**src/common/uis_pkg.sv**
```systemverilog
// Constants and types for the interrupt and soft-shutdown block.
// Assumes a receiver and transmitter on the same clock feed its strobes.
// Notes on behaviour
// Parity flag follows oldest unread word
// Parity flag is one only when enabled
// Parity interrupt uses oldest FIFO entry only
// Data-available while unread or being read
// Interrupt low while data-available and enabled
// Activity flag cleared, set, cleared in shutdown
// Interrupt low on activity when enabled
// Framing flag from current character, unstored
// Framing flag set/cleared by stop bit
// Interrupt low on framing error when enabled
// Transmit-empty flag and interrupt on emptying
// Transmit interrupt cleared at 16th clock
// Shutdown waits for transmitter to drain
// Oscillator off while shut down
// Shutdown status set on real entry
// Entry flushes FIFO, flags, forces T
// Configuration stays writable while shut down
// Oscillator restarts at chip-select rising
// Controller waits, then rewrites configuration
// Transceiver and UART shutdowns stay independent
// Interrupt releases once conditions are gone
// Receive FIFO holds eight words
// All enabled sources merge onto one line
package uis_pkg;
    localparam int        FIFO_DEPTH    = 8;
    localparam int        DATA_W        = 8;
    localparam int        ENTRY_W       = DATA_W + 1;
    localparam int        BIT_CNT_W     = 5;
    localparam int        CMD_W         = 2;
    localparam logic [CMD_W-1:0]     CMD_READ_DATA  = 2'h0;
    localparam logic [CMD_W-1:0]     CMD_WRITE_DATA = 2'h2;
    localparam logic [BIT_CNT_W-1:0] CNT_CMD_HI     = 5'h0;
    localparam logic [BIT_CNT_W-1:0] CNT_CMD_LO     = 5'h1;
    localparam logic [BIT_CNT_W-1:0] CNT_LAST_PULSE = 5'h10;
    localparam logic [BIT_CNT_W-1:0] CNT_ONE        = 5'h1;
    localparam logic [BIT_CNT_W-1:0] CNT_ZERO       = 5'h0;
    localparam int        PAR_BIT       = DATA_W;
    typedef logic [DATA_W-1:0]  uis_data_t;
    typedef logic [ENTRY_W-1:0] uis_entry_t;
    typedef enum logic [1:0] {UIS_RUN, UIS_DRAIN, UIS_TRANSCEIVER_POWERDOWN_N} uis_state_e;
endpackage

```
**src/common/uis_fifo_if.sv**
```systemverilog
// Carrier between the shutdown core and its receive word store.
// Assumes both ends run on the same clock.
`timescale 1ns/1ps
interface uis_fifo_if;
    import uis_pkg::*;
    logic       push;
    uis_entry_t push_data;
    logic       pop;
    logic       flush;
    uis_entry_t head;
    logic       empty;
    logic       full;
    modport core (output push, push_data, pop, flush, input head, empty, full);
    modport mem  (input push, push_data, pop, flush, output head, empty, full);
endinterface

```
**src/rtl/uis_rx_fifo.sv**
```systemverilog
// Receive word store with a registered head word.
// Assumes pop is only asked while not empty.
`timescale 1ns/1ps
module uis_rx_fifo
    import uis_pkg::*;
#(
    parameter int DEPTH = FIFO_DEPTH
) (
    input  wire logic CLK,
    input  wire logic RESET_N,
    uis_fifo_if.mem   fifo
);
    localparam int PTR_W = $clog2(DEPTH);
    localparam logic [PTR_W:0] CNT_DEPTH = (PTR_W+1)'(DEPTH);
    localparam logic [PTR_W:0] CNT_STEP  = (PTR_W+1)'(1);
    localparam logic [PTR_W-1:0] PTR_STEP = PTR_W'(1);

    uis_entry_t       mem_r [DEPTH];
    logic [PTR_W-1:0] wr_ptr_r;
    logic [PTR_W-1:0] rd_ptr_r;
    logic [PTR_W:0]   count_r;
    uis_entry_t       head_r;
    logic             empty_r;

    wire              do_push     = fifo.push && (count_r != CNT_DEPTH);
    wire              do_pop      = fifo.pop && !empty_r;
    wire [PTR_W-1:0]  rd_ptr_nxt  = do_pop ? rd_ptr_r + PTR_STEP : rd_ptr_r;
    wire [PTR_W:0]    count_nxt   = count_r + (do_push ? CNT_STEP : '0)
                                  - (do_pop ? CNT_STEP : '0);
    wire              bypass      = do_push && (wr_ptr_r == rd_ptr_nxt);
    wire uis_entry_t  head_nxt    = bypass ? fifo.push_data : mem_r[rd_ptr_nxt];

    always_ff @(posedge CLK) begin
        if (do_push) begin
            mem_r[wr_ptr_r] <= fifo.push_data;
        end
    end

    always_ff @(posedge CLK or negedge RESET_N) begin
        if (!RESET_N) begin
            wr_ptr_r <= '0;
            rd_ptr_r <= '0;
            count_r  <= '0;
            head_r   <= '0;
            empty_r  <= 1'b1;
        end else if (fifo.flush) begin
            wr_ptr_r <= '0;
            rd_ptr_r <= '0;
            count_r  <= '0;
            head_r   <= '0;
            empty_r  <= 1'b1;
        end else begin
            wr_ptr_r <= do_push ? wr_ptr_r + PTR_STEP : wr_ptr_r;
            rd_ptr_r <= rd_ptr_nxt;
            count_r  <= count_nxt;
            head_r   <= head_nxt;
            empty_r  <= (count_nxt == '0);
        end
    end

    assign fifo.head  = head_r;
    assign fifo.empty = empty_r;
    assign fifo.full  = (count_r == CNT_DEPTH);
endmodule

```
**src/rtl/uis_irq_transceiver_powerdown_n.sv**
```systemverilog
// Interrupt sources, mask gating and UART soft shutdown control.
// Assumes receiver and transmitter strobes on CLK; pins arrive asynchronous.
`timescale 1ns/1ps
module uis_irq_transceiver_powerdown_n
    import uis_pkg::*;
(
    input  wire logic              CLK,
    input  wire logic              RESET_N,
    input  wire logic              CS_N,
    input  wire logic              SCLK,
    input  wire logic              DIN,
    input  wire logic              RX_LINE,
    input  wire logic              CTS_N,
    input  wire logic              TRANSCEIVER_POWERDOWN_N,
    input  wire logic              PARITY_ENABLE,
    input  wire logic              PARITY_IRQ_ENABLE,
    input  wire logic              RX_AVAIL_IRQ_ENABLE,
    input  wire logic              ACT_FE_IRQ_ENABLE,
    input  wire logic              TX_EMPTY_IRQ_ENABLE,
    input  wire logic              SHUTDOWN_REQUEST,
    input  wire logic              RX_WORD_VALID,
    input  wire uis_pkg::uis_data_t RX_WORD,
    input  wire logic              RX_PARITY_BIT,
    input  wire logic              STOP_BIT_STROBE,
    input  wire logic              STOP_BIT_VALUE,
    input  wire logic              TX_BUF_EMPTY,
    input  wire logic              TX_SHIFT_IDLE,
    output logic                   IRQ_N,
    output logic                   RX_AVAIL_FLAG,
    output logic                   TX_EMPTY_FLAG,
    output logic                   ACTIVITY_OR_FRAME_ERR_FLAG,
    output logic                   RX_PARITY_FLAG,
    output uis_pkg::uis_data_t     RX_DATA_BITS,
    output logic                   CTS_STATE,
    output logic                   OSC_ENABLE,
    output logic                   SHUTDOWN_STATUS,
    output logic                   FLUSH_RX,
    output logic                   XCVR_ENABLE
);
    import uis_pkg::*;

    // Pin synchronisers
    logic cs_s1_r;
    logic cs_s2_r;
    logic cs_s3_r;
    logic sclk_s1_r;
    logic sclk_s2_r;
    logic sclk_s3_r;
    logic din_s1_r;
    logic din_s2_r;
    logic rx_s1_r;
    logic rx_s2_r;
    logic rx_s3_r;
    logic cts_s1_r;
    logic cts_s2_r;
    logic xcvr_s1_r;
    logic xcvr_s2_r;

    always_ff @(posedge CLK or negedge RESET_N) begin
        if (!RESET_N) begin
            cs_s1_r   <= 1'b1;
            cs_s2_r   <= 1'b1;
            cs_s3_r   <= 1'b1;
            sclk_s1_r <= 1'b0;
            sclk_s2_r <= 1'b0;
            sclk_s3_r <= 1'b0;
            din_s1_r  <= 1'b0;
            din_s2_r  <= 1'b0;
            rx_s1_r   <= 1'b1;
            rx_s2_r   <= 1'b1;
            rx_s3_r   <= 1'b1;
            cts_s1_r  <= 1'b1;
            cts_s2_r  <= 1'b1;
            xcvr_s1_r <= 1'b0;
            xcvr_s2_r <= 1'b0;
        end else begin
            cs_s1_r   <= CS_N;
            cs_s2_r   <= cs_s1_r;
            cs_s3_r   <= cs_s2_r;
            sclk_s1_r <= SCLK;
            sclk_s2_r <= sclk_s1_r;
            sclk_s3_r <= sclk_s2_r;
            din_s1_r  <= DIN;
            din_s2_r  <= din_s1_r;
            rx_s1_r   <= RX_LINE;
            rx_s2_r   <= rx_s1_r;
            rx_s3_r   <= rx_s2_r;
            cts_s1_r  <= CTS_N;
            cts_s2_r  <= cts_s1_r;
            xcvr_s1_r <= TRANSCEIVER_POWERDOWN_N;
            xcvr_s2_r <= xcvr_s1_r;
        end
    end

    wire cs_active = !cs_s2_r;
    wire cs_fall   = cs_s3_r && !cs_s2_r;
    wire cs_rise   = !cs_s3_r && cs_s2_r;
    wire sclk_rise = sclk_s2_r && !sclk_s3_r && cs_active;
    wire rx_edge   = rx_s2_r ^ rx_s3_r;

    // Frame tracking
    logic [BIT_CNT_W-1:0] bit_cnt_r;
    logic [BIT_CNT_W-1:0] bit_cnt_nxt;
    logic [CMD_W-1:0]     cmd_r;
    logic [CMD_W-1:0]     cmd_nxt;

    wire cnt_full   = (bit_cnt_r == CNT_LAST_PULSE);
    wire last_pulse = sclk_rise && (bit_cnt_r == CNT_LAST_PULSE - CNT_ONE);
    wire cmd_known  = (bit_cnt_r > CNT_CMD_LO);
    wire is_read    = cmd_known && (cmd_r == CMD_READ_DATA);
    wire is_write   = cmd_known && (cmd_r == CMD_WRITE_DATA);

    assign bit_cnt_nxt = cs_fall ? CNT_ZERO :
                         (sclk_rise && !cnt_full) ? bit_cnt_r + CNT_ONE : bit_cnt_r;

    assign cmd_nxt = (sclk_rise && bit_cnt_r == CNT_CMD_HI) ? {din_s2_r, cmd_r[0]} :
                     (sclk_rise && bit_cnt_r == CNT_CMD_LO) ? {cmd_r[1], din_s2_r} :
                     cmd_r;

    always_ff @(posedge CLK or negedge RESET_N) begin
        if (!RESET_N) begin
            bit_cnt_r <= CNT_ZERO;
            cmd_r     <= CMD_READ_DATA;
        end else begin
            bit_cnt_r <= bit_cnt_nxt;
            cmd_r     <= cmd_nxt;
        end
    end

    // Shutdown sequencing
    uis_state_e state_r;
    uis_state_e state_nxt;

    always_comb begin
        state_nxt = state_r;
        case (state_r)
            UIS_RUN: begin
                if (SHUTDOWN_REQUEST) begin
                    state_nxt = UIS_DRAIN;
                end
            end
            UIS_DRAIN: begin
                if (!SHUTDOWN_REQUEST) begin
                    state_nxt = UIS_RUN;
                end else if (TX_BUF_EMPTY && TX_SHIFT_IDLE) begin
                    state_nxt = UIS_TRANSCEIVER_POWERDOWN_N;
                end
            end
            UIS_TRANSCEIVER_POWERDOWN_N: begin
                if (!SHUTDOWN_REQUEST && cs_rise) begin
                    state_nxt = UIS_RUN;
                end
            end
            default: begin
                state_nxt = UIS_RUN;
            end
        endcase
    end

    always_ff @(posedge CLK or negedge RESET_N) begin
        if (!RESET_N) begin
            state_r <= UIS_RUN;
        end else begin
            state_r <= state_nxt;
        end
    end

    wire in_transceiver_powerdown_n    = (state_r == UIS_TRANSCEIVER_POWERDOWN_N);
    wire transceiver_powerdown_n_enter = (state_r != UIS_TRANSCEIVER_POWERDOWN_N) && (state_nxt == UIS_TRANSCEIVER_POWERDOWN_N);
    wire transceiver_powerdown_n_exit  = in_transceiver_powerdown_n && (state_nxt != UIS_TRANSCEIVER_POWERDOWN_N);

    // Receive word store
    uis_fifo_if fifo_if ();

    uis_rx_fifo #(
        .DEPTH   (FIFO_DEPTH)
    ) u_rx_fifo (
        .CLK     (CLK),
        .RESET_N (RESET_N),
        .fifo    (fifo_if.mem)
    );

    wire read_done = cs_rise && is_read && cnt_full;

    assign fifo_if.push      = RX_WORD_VALID && !in_transceiver_powerdown_n;
    assign fifo_if.push_data = {RX_PARITY_BIT && PARITY_ENABLE, RX_WORD};
    assign fifo_if.pop       = read_done && !fifo_if.empty;
    assign fifo_if.flush     = transceiver_powerdown_n_enter;

    wire reading     = cs_active && is_read && !fifo_if.empty;
    wire avail_nxt   = !fifo_if.empty || reading;
    wire par_flag    = !fifo_if.empty && fifo_if.head[PAR_BIT] && PARITY_ENABLE;

    // Activity / framing flag, shared register
    logic act_fe_r;
    logic act_fe_nxt;

    assign act_fe_nxt = (transceiver_powerdown_n_enter || transceiver_powerdown_n_exit) ? 1'b0 :
                        (in_transceiver_powerdown_n && rx_edge) ? 1'b1 :
                        (!in_transceiver_powerdown_n && STOP_BIT_STROBE) ? !STOP_BIT_VALUE :
                        act_fe_r;

    // Transmit-empty interrupt source
    logic tx_empty_d_r;
    logic tx_src_r;
    logic tx_src_nxt;

    wire tx_flag      = TX_BUF_EMPTY || in_transceiver_powerdown_n;
    wire tx_became    = tx_flag && !tx_empty_d_r;
    wire tx_src_clr   = (last_pulse && (is_read || is_write)) || (cs_rise && is_read);

    assign tx_src_nxt = tx_became ? 1'b1 :
                        tx_src_clr ? 1'b0 :
                        tx_src_r;

    always_ff @(posedge CLK or negedge RESET_N) begin
        if (!RESET_N) begin
            act_fe_r     <= 1'b0;
            tx_empty_d_r <= 1'b1;
            tx_src_r     <= 1'b0;
        end else begin
            act_fe_r     <= act_fe_nxt;
            tx_empty_d_r <= tx_flag;
            tx_src_r     <= tx_src_nxt;
        end
    end

    // Source gating onto one line
    wire irq_par   = par_flag && PARITY_IRQ_ENABLE;
    wire irq_avail = avail_nxt && RX_AVAIL_IRQ_ENABLE;
    wire irq_actfe = act_fe_r && ACT_FE_IRQ_ENABLE;
    wire irq_tx    = tx_src_r && TX_EMPTY_IRQ_ENABLE;
    wire irq_any   = irq_par || irq_avail || irq_actfe || irq_tx;

    // Output registers
    logic      irq_n_r;
    logic      avail_r;
    logic      tx_flag_r;
    logic      par_r;
    uis_data_t data_r;
    logic      cts_r;
    logic      osc_r;
    logic      transceiver_powerdown_n_r;
    logic      xcvr_r;

    always_ff @(posedge CLK or negedge RESET_N) begin
        if (!RESET_N) begin
            irq_n_r   <= 1'b1;
            avail_r   <= 1'b0;
            tx_flag_r <= 1'b1;
            par_r     <= 1'b0;
            data_r    <= '0;
            cts_r     <= 1'b0;
            osc_r     <= 1'b1;
            transceiver_powerdown_n_r    <= 1'b0;
            xcvr_r    <= 1'b0;
        end else begin
            irq_n_r   <= !irq_any;
            avail_r   <= avail_nxt;
            tx_flag_r <= tx_flag;
            par_r     <= par_flag;
            data_r    <= fifo_if.empty ? '0 : fifo_if.head[DATA_W-1:0];
            cts_r     <= !cts_s2_r;
            osc_r     <= (state_nxt != UIS_TRANSCEIVER_POWERDOWN_N);
            transceiver_powerdown_n_r    <= (state_nxt == UIS_TRANSCEIVER_POWERDOWN_N);
            xcvr_r    <= xcvr_s2_r;
        end
    end

    assign IRQ_N                      = irq_n_r;
    assign RX_AVAIL_FLAG              = avail_r;
    assign TX_EMPTY_FLAG              = tx_flag_r;
    assign ACTIVITY_OR_FRAME_ERR_FLAG = act_fe_r;
    assign RX_PARITY_FLAG             = par_r;
    assign RX_DATA_BITS               = data_r;
    assign CTS_STATE                  = cts_r;
    assign OSC_ENABLE                 = osc_r;
    assign SHUTDOWN_STATUS            = transceiver_powerdown_n_r;
    assign FLUSH_RX                   = transceiver_powerdown_n_enter;
    assign XCVR_ENABLE                = xcvr_r;
endmodule

```
**config.mk**
```make
export PLATFORM = sky130hd
export DESIGN_NAME = uis_irq_transceiver_powerdown_n
export DESIGN_NICKNAME = d
export VERILOG_FILES = /design/src/common/uis_pkg.sv /design/src/common/uis_fifo_if.sv /design/src/rtl/uis_rx_fifo.sv /design/src/rtl/uis_irq_transceiver_powerdown_n.sv
export SDC_FILE = /design/constraint.sdc
export NUM_CORES = 1
export LEC_CHECK = 0
export BUFFER_PORTS_ARGS = -buffer_cell sky130_fd_sc_hd__buf_4
export CORE_MARGIN = 5
export CORE_UTILIZATION = 24
export DETAILED_ROUTE_END_ITERATION = 8
export PLACE_DENSITY = 0.41
export SYNTH_ARGS = -nofsm -noshare
export SYNTH_HDL_FRONTEND = slang
export SYNTH_HIERARCHICAL = 1
export SYNTH_SLANG_ARGS = --single-unit
export TNS_END_PERCENT = 1
```
**constraint.sdc**
```tcl
create_clock -name CLK -period 4.7 [get_ports CLK]
set_input_delay 0.705 -clock CLK [delete_from_list [all_inputs] [get_ports CLK]]
set_output_delay 0.705 -clock CLK [all_outputs]
set_load 0.05 [all_outputs]
```
---- Word-level counts from Yosys, hierarchy flattened ----
Memories as Yosys holds them, arrays and structs flattened.
Index checks and enable logic that the tools add are counted.
cells by class
  $add $sub $neg .......................... 5
  magnitude comparators ................... 1
  equality and inequality tests ........... 11
  mux-type cells .......................... 27
  bitwise operators ....................... 2
  reduce and logical (&&, ||, !) cells .... 62
operator list
  cell                                                 number
  logical AND 1 bit                                    34
  two-way mux 9 bit                                    2
  two-way mux 3 bit                                    4
  logical NOT 1 bit                                    11
  two-way mux 1 bit                                    11
  two-way mux 2 bit                                    5
  two-way mux 5 bit                                    2
  logical OR 1 bit                                     8
  two-way mux 8 bit                                    1
  adder 3 x 1 -> 3 bit, second input constant          2
  equality test 2 bit, second input constant           3
  case mux 2 bit (3 select lines)                      1
  nonzero test 2 bit                                   3
  adder 5 x 1 -> 5 bit, second input constant          1
  equality test 5 x 1 -> 1 bit, second input constant  1
  equality test 5 x 4 -> 1 bit, second input constant  1
  equality test 5 bit, second input constant           1
  > comparator 5 x 1 -> 1 bit, second input constant   1
  logical NOT 5 bit                                    1
  adder 4 bit                                          1
  logical NOT 2 bit                                    2
  logical NOT 4 bit                                    1
  two-way mux 4 bit                                    1
  inequality test 2 bit, second input constant         2
  8 further kinds                                      8
storage, ports and cells
  register bits after elaboration ......... 62
  RAM bits ................................ 72
  output and inout port bits .............. 18
  logic and storage cells ................. 144
  memories kept ........................... 1
memory list
  memory           depth  bits a word  rd ports  clocked after memory_dff  wr ports  RTL line           RTL
  u_rx_fifo.mem_r  8      9            1         0                         1         uis_rx_fifo.sv:18  uis_entry_t mem_r [DEPTH];

---- Longest topological paths before layout ----
  depth after elaboration ................. 11
  mapped depth ............................ 17

---- Hierarchy ----
The synthesis kept the hierarchy.
modules (own cells, without submodules)
  module                           instances  cells an instance  area each (µm²)  sequential area each (µm²)
  uis_rx_fifo                      1          378                4,469.3          2,663.8
  uis_irq_transceiver_powerdown_n  1          117                1,570.3          1,064.8

---- Worst setup path before layout ----
Ideal clock, no wire load.
  path type ............................... register to register
  start point ............................. reg bit_cnt_r[0]
  end point ............................... reg u_rx_fifo.empty_r (netlist: u_rx_fifo/fifo.empty)
  library setup time ...................... 0.097 ns
  arrival time ............................ 3.045 ns
  setup slack ............................. 1.558 ns
  stages on the path, launching flop included .. 15
  path buffers ............................ 2
  path through ............................ dfrtp_1 -> ha_1 -> o21bai_1 -> a21oi_1 -> and4_1 -> nand2b_1 -> inv_2 -> buf_2 -> buf_1 -> ha_1 -> inv_1 -> ha_1 -> fa_1 -> nor2b_1 -> nor4_1
between the ends
  longest elaborated chain between the ends .. 10
  elaborated cells on any way between the ends .. 11
  classes of those cells .................. 1 x add/sub; 1 x order compare; 1 x eq/ne; 2 x mux; 6 x reduce/logical
RTL lines
  what                         RTL line                                RTL
  start, declared              uis_irq_transceiver_powerdown_n.sv:102  logic [BIT_CNT_W-1:0] bit_cnt_r;
  start signal, assigned       uis_irq_transceiver_powerdown_n.sv:125  bit_cnt_r <= bit_cnt_nxt;
  > comparator 5 x 1 -> 1 bit  uis_irq_transceiver_powerdown_n.sv:109  wire cmd_known = (bit_cnt_r > CNT_CMD_LO);
  logical AND 1 bit            uis_irq_transceiver_powerdown_n.sv:110  wire is_read = cmd_known && (cmd_r == CMD_READ_DATA);
  logical AND 1 bit            uis_irq_transceiver_powerdown_n.sv:183  wire read_done = cs_rise && is_read && cnt_full;
  logical AND 1 bit *          uis_irq_transceiver_powerdown_n.sv:183
  logical AND 1 bit *          uis_irq_transceiver_powerdown_n.sv:187  assign fifo_if.pop = read_done && !fifo_if.empty;
  via fifo_if.pop              uis_fifo_if.sv:8                        logic pop;
  logical AND 1 bit *          uis_rx_fifo.sv:26                       wire do_pop = fifo.pop && !empty_r;
  two-way mux 1 bit *          uis_rx_fifo.sv:29                       - (do_pop ? CNT_STEP : '0);
  subtractor 4 bit *           uis_rx_fifo.sv:29
  logical NOT 4 bit *          uis_rx_fifo.sv:57                       empty_r <= (count_nxt == '0);
  two-way mux 1 bit *          uis_rx_fifo.sv:46                       end else if (fifo.flush) begin
  end signal, assigned         uis_rx_fifo.sv:57
  end, declared                uis_rx_fifo.sv:23                       logic empty_r;
Mark *: on every way through the listed nets, which the timed path passes. The rest lies on a longest branch.
A chain may end at the register's enable or synchronous reset.

---- Worst setup path in the final report ----
  start point ............................. reg bit_cnt_r[1]
  end point ............................... reg u_rx_fifo.head_r[7] (netlist: u_rx_fifo/fifo.head[7])
between the ends
  longest elaborated chain between the ends .. 11
  elaborated cells on any way between the ends .. 13
  classes of those cells .................. 1 x order compare; 2 x eq/ne; 3 x mux; 6 x reduce/logical; 1 x memory
RTL lines
  what                                                             RTL line                                RTL
  > comparator 5 x 1 -> 1 bit                                      uis_irq_transceiver_powerdown_n.sv:109
  logical AND 1 bit                                                uis_irq_transceiver_powerdown_n.sv:110
  logical AND 1 bit                                                uis_irq_transceiver_powerdown_n.sv:183
  logical AND 1 bit *                                              uis_irq_transceiver_powerdown_n.sv:183
  logical AND 1 bit *                                              uis_irq_transceiver_powerdown_n.sv:187
  via fifo_if.pop                                                  uis_fifo_if.sv:8
  logical AND 1 bit *                                              uis_rx_fifo.sv:26
  two-way mux 3 bit *                                              uis_rx_fifo.sv:27                       wire [PTR_W-1:0] rd_ptr_nxt = do_pop ? rd_ptr_r + PTR_STEP : rd_ptr_r;
  branches (longest 2 deep; another with memory read (8 x 9 bit))  -
  two-way mux 9 bit *                                              uis_rx_fifo.sv:31                       wire uis_entry_t head_nxt = bypass ? fifo.push_data : mem_r[rd_ptr_nxt];
  two-way mux 9 bit *                                              uis_rx_fifo.sv:46
  end signal, assigned                                             uis_rx_fifo.sv:56                       head_r <= head_nxt;
  end, declared                                                    uis_rx_fifo.sv:22                       uis_entry_t head_r;
Mark *: on every way through the listed nets, which the timed path passes.

==> flow_summary.toml <==
[clocking]
cts_sinks = 134
htreeDepth = 4
clockBufferDepth = 2
holdBufCountCts = 0
clkSlewWorstSetupHoldPaths_ns = 0.06
cts_tree = "yes"
cts_setup_buffers = 0
cts_resized = 0
cts-root-buf = "clkbuf_16"
cts_buffers = 17
clkLatencyLatePin_ns = 0.41

[power_and_ir_drop]
p_clk_share_pct = 33.0
p_total_mw = 3.97
p_seq_share_pct = 40.6
swShare_pct = 33.6
peakVddDrop_mv = 0.237
power_frac_comb_pct = 26.4
power_density_nw_per_um2 = 540
internal-power_mw = 2.63
p_leak_nw = 2.69
p_sw_mw = 1.33

[placed_design]
dpl.cell_count = 849
io_buffers = 45
gp_congestion = 0.757
place_area_um2 = 6760
pre_cts_ws_ns = 1.13
hpwl_um = 10200

[yosys]
syn_area_um2 = 6040
synth_cell_types = 60
synth_fp_nets = 536
avgSynthCellArea_um2 = 12.2
synthCells = 495
yosysWarnings = 6
ys_ff_latch = 134
synthArstFlopShare_pct = 46.3
synth_edf_count = 72
synthFlopType = "edfxtp_1"
yosysSeqAreaShare_pct = 61.7

[floorplanning]
num_rows = 58
die_h_um = 169
core_um2 = 25000
pin_count = 46
initial_core_util_pct = 24.2
dieArea_um2 = 28400
die_x_um = 169

[detailed_routing]
drt-initial-drc-count = 480
vias = 4240
drc = 0
routedWlPerCell_um = 18.2
wirelength_um = 16100
drtAntennaViolNets = 0
vias_per_cell = 4.81
drt-pass1-iter-count = 4

[sta]
rsz0062_at_grt = "false"
slew_viol_final = 0
setup_viol = 0
min_period_ns = 3.54
fin_crit_sh_pct = 75.4
fin_setup_tns_ns = 0
worst_slack_ns = 1.16
relSlewSlack_pct = 16.6
whs_ns = 0.348
hold_viol_final = 0
skew_ns = 0.0110
clock.fmax_mhz = 282
tightest_slew_ns = 1.25

[cells_and_area]
nFillCells = 2568
fin_area_um2 = 7340
seqCellArea_um2 = 3730
antenna_cells = 0
final_cells = 881
layout.nets = 579
area_growth_syn_to_layout_pct = 21.5
drive_above_1_share_pct = 20.5
final_util_pct = 29.4
multi_input_area_um2 = 2100

[critical_path]
required_ns = 5.04
critPathLaunch = "bit_cnt_r[1]$_DFFE_PN0P_"
path_class = "register to register"
critPathLaunchType = "register"
path_max_fanout = 11
end_kind = "register"
r2r-start = "bit_cnt_r[1]$_DFFE_PN0P_"
r2r_cells = 10
timing.reg2reg.setup_slack_ns = 1.16
arrival_ns = 3.89
r2r-end = "u_rx_fifo/fifo.head[7]$_DFF_PN0_"

[worst_hold_path]
min_to = "sclk_s2_r$_DFF_PN0_"
holdCritPathClass = "register to register"
holdPathStages = 0
hp-start = "sclk_s1_r$_DFF_PN0_"

[grt]
grt_max_degree = 75
overflow = 0
track_usage_pct = 11.5
grt_pass1_wl_um = 25100
grt_pass1_vias = 4285
antenna_found_initial = 0

[outcome]
status = "complete, no violations"

[flow_run]
cap_violations = 0
-- layout by cell type (no fill, tap or decap), types with 9 or more instances in the layout --
master and count:
buf_4 59, xnor2_1 9, nor2b_1 29, a211oi_1 18, ha_1 12, a32o_1 9
nor3_1 22, a22oi_1 19, clkbuf_16 17, dfrtp_1 49, o311ai_0 18, nor2_1 14
nand2b_1 21, nand2_1 23, dfstp_2 12, edfxtp_1 72, nand3_1 43, nand4_1 18
inv_1 14
-- layout make-up --
class                      instances  share of cell area [%]
sequential                       134                    50.8
multi-input combinational        309                    28.7
timing repair buffer              59                    6.03
clock buffer                      19                    5.90
tap                              330                    5.62
clock inverter                    13                    2.05
inverter                          17                   0.937
-- layer usage --
layer / vias up / wire [µm] / track usage (%)
met5: - / 0 / 0
met4: 0 / 220 / 3.95
met3: 17 / 752 / 2.87
met2: 130 / 7290 / 17.4
met1: 2135 / 7800 / 16.2
li1: 1958 / - / -
-- synthesized netlist by cell type (5+ instances only) --
cell type	instances	area share, %
nor2b_1	29	3.0
buf_2	9	0.75
a211oi_1	18	2.2
nor3_1	23	1.9
edfxtp_1	72	36
nand3_1	43	3.6
inv_1	14	0.87
a21oi_1	7	0.58
nand2b_1	21	2.2
a32o_1	9	1.5
nor2_1	14	0.87
dfrtp_1	50	21
nand2_1	23	1.4
o311ai_0	18	2.6
buf_1	5	0.31
xnor2_1	9	1.3
nand4_1	18	1.9
ha_1	12	2.5
a22oi_1	19	2.4
dfstp_2	12	5.2
clkbuf_1	20	1.2
-- state kept, by name, summed over array words and instances (netlist names), 2 cells and up --
register and cells:
u_rx_fifo/mem_r 72, bit_cnt_r 5, cmd_r 2, u_rx_fifo/rd_ptr_r 3
RX_DATA_BITS 8, u_rx_fifo/wr_ptr_r 3, u_rx_fifo/fifo.head 9, state_r 2
u_rx_fifo/count_r 4
-- power groups by stage --
stage          Clock (mW)  Combinational, mW  Sequential, mW
4_1_cts              1.35               1.06            1.61
2_1_floorplan           0              0.582            1.73
5_1_grt              1.41               1.14            1.63
6_report             1.31               1.05            1.61
3_5_place_dp            0               1.06            1.63
3_3_place_gp            0               1.05            1.63
-- critical path, cell delays in order (launching register included) --
cell and delay (ns):
dfrtp_1 0.40, inv_1 0.08, ha_1 0.19, o21bai_1 0.15
a21oi_1 0.22, and4_1 0.27, nand3b_1 0.14, xnor2_1 0.83
nand3_1 0.25, a2111oi_4 0.73, a32o_1 0.21
-- cell families (layout without fill, tap and decap cells) --
| logic type | after synthesis | count (layout) | synth area share, % |
|---|---|---|---|
| buffers and inverters | 52 | 108 | 3.63 |
| DFF | 134 | 134 | 61.7 |
| adders and majority gates | 13 | 13 | 2.82 |
| xor gates and xnor gates | 12 | 12 | 1.74 |
| muxes | 3 | 3 | 0.539 |
| and+or+nand+nor | 193 | 193 | 17.8 |
| AOI/OAI and AO/OA | 88 | 88 | 11.8 |
-- worst max path at each step --
stage / endpoint / slack, ns / cells past startpoint
floorplan: u_rx_fifo/fifo.empty$_DFF_PN1_ / 1.56 / 14
detailed placement: u_rx_fifo/fifo.head[7]$_DFF_PN0_ / 1.13 / 10
finish: u_rx_fifo/fifo.head[7]$_DFF_PN0_ / 1.16 / 10
global placement: u_rx_fifo/fifo.head[4]$_DFF_PN0_ / 1.30 / 10
CTS: u_rx_fifo/fifo.head[7]$_DFF_PN0_ / 1.11 / 10
global route: u_rx_fifo/fifo.head[3]$_DFF_PN0_ / 0.81 / 10
No activity file was read; power rests on OpenSTA's default activity.
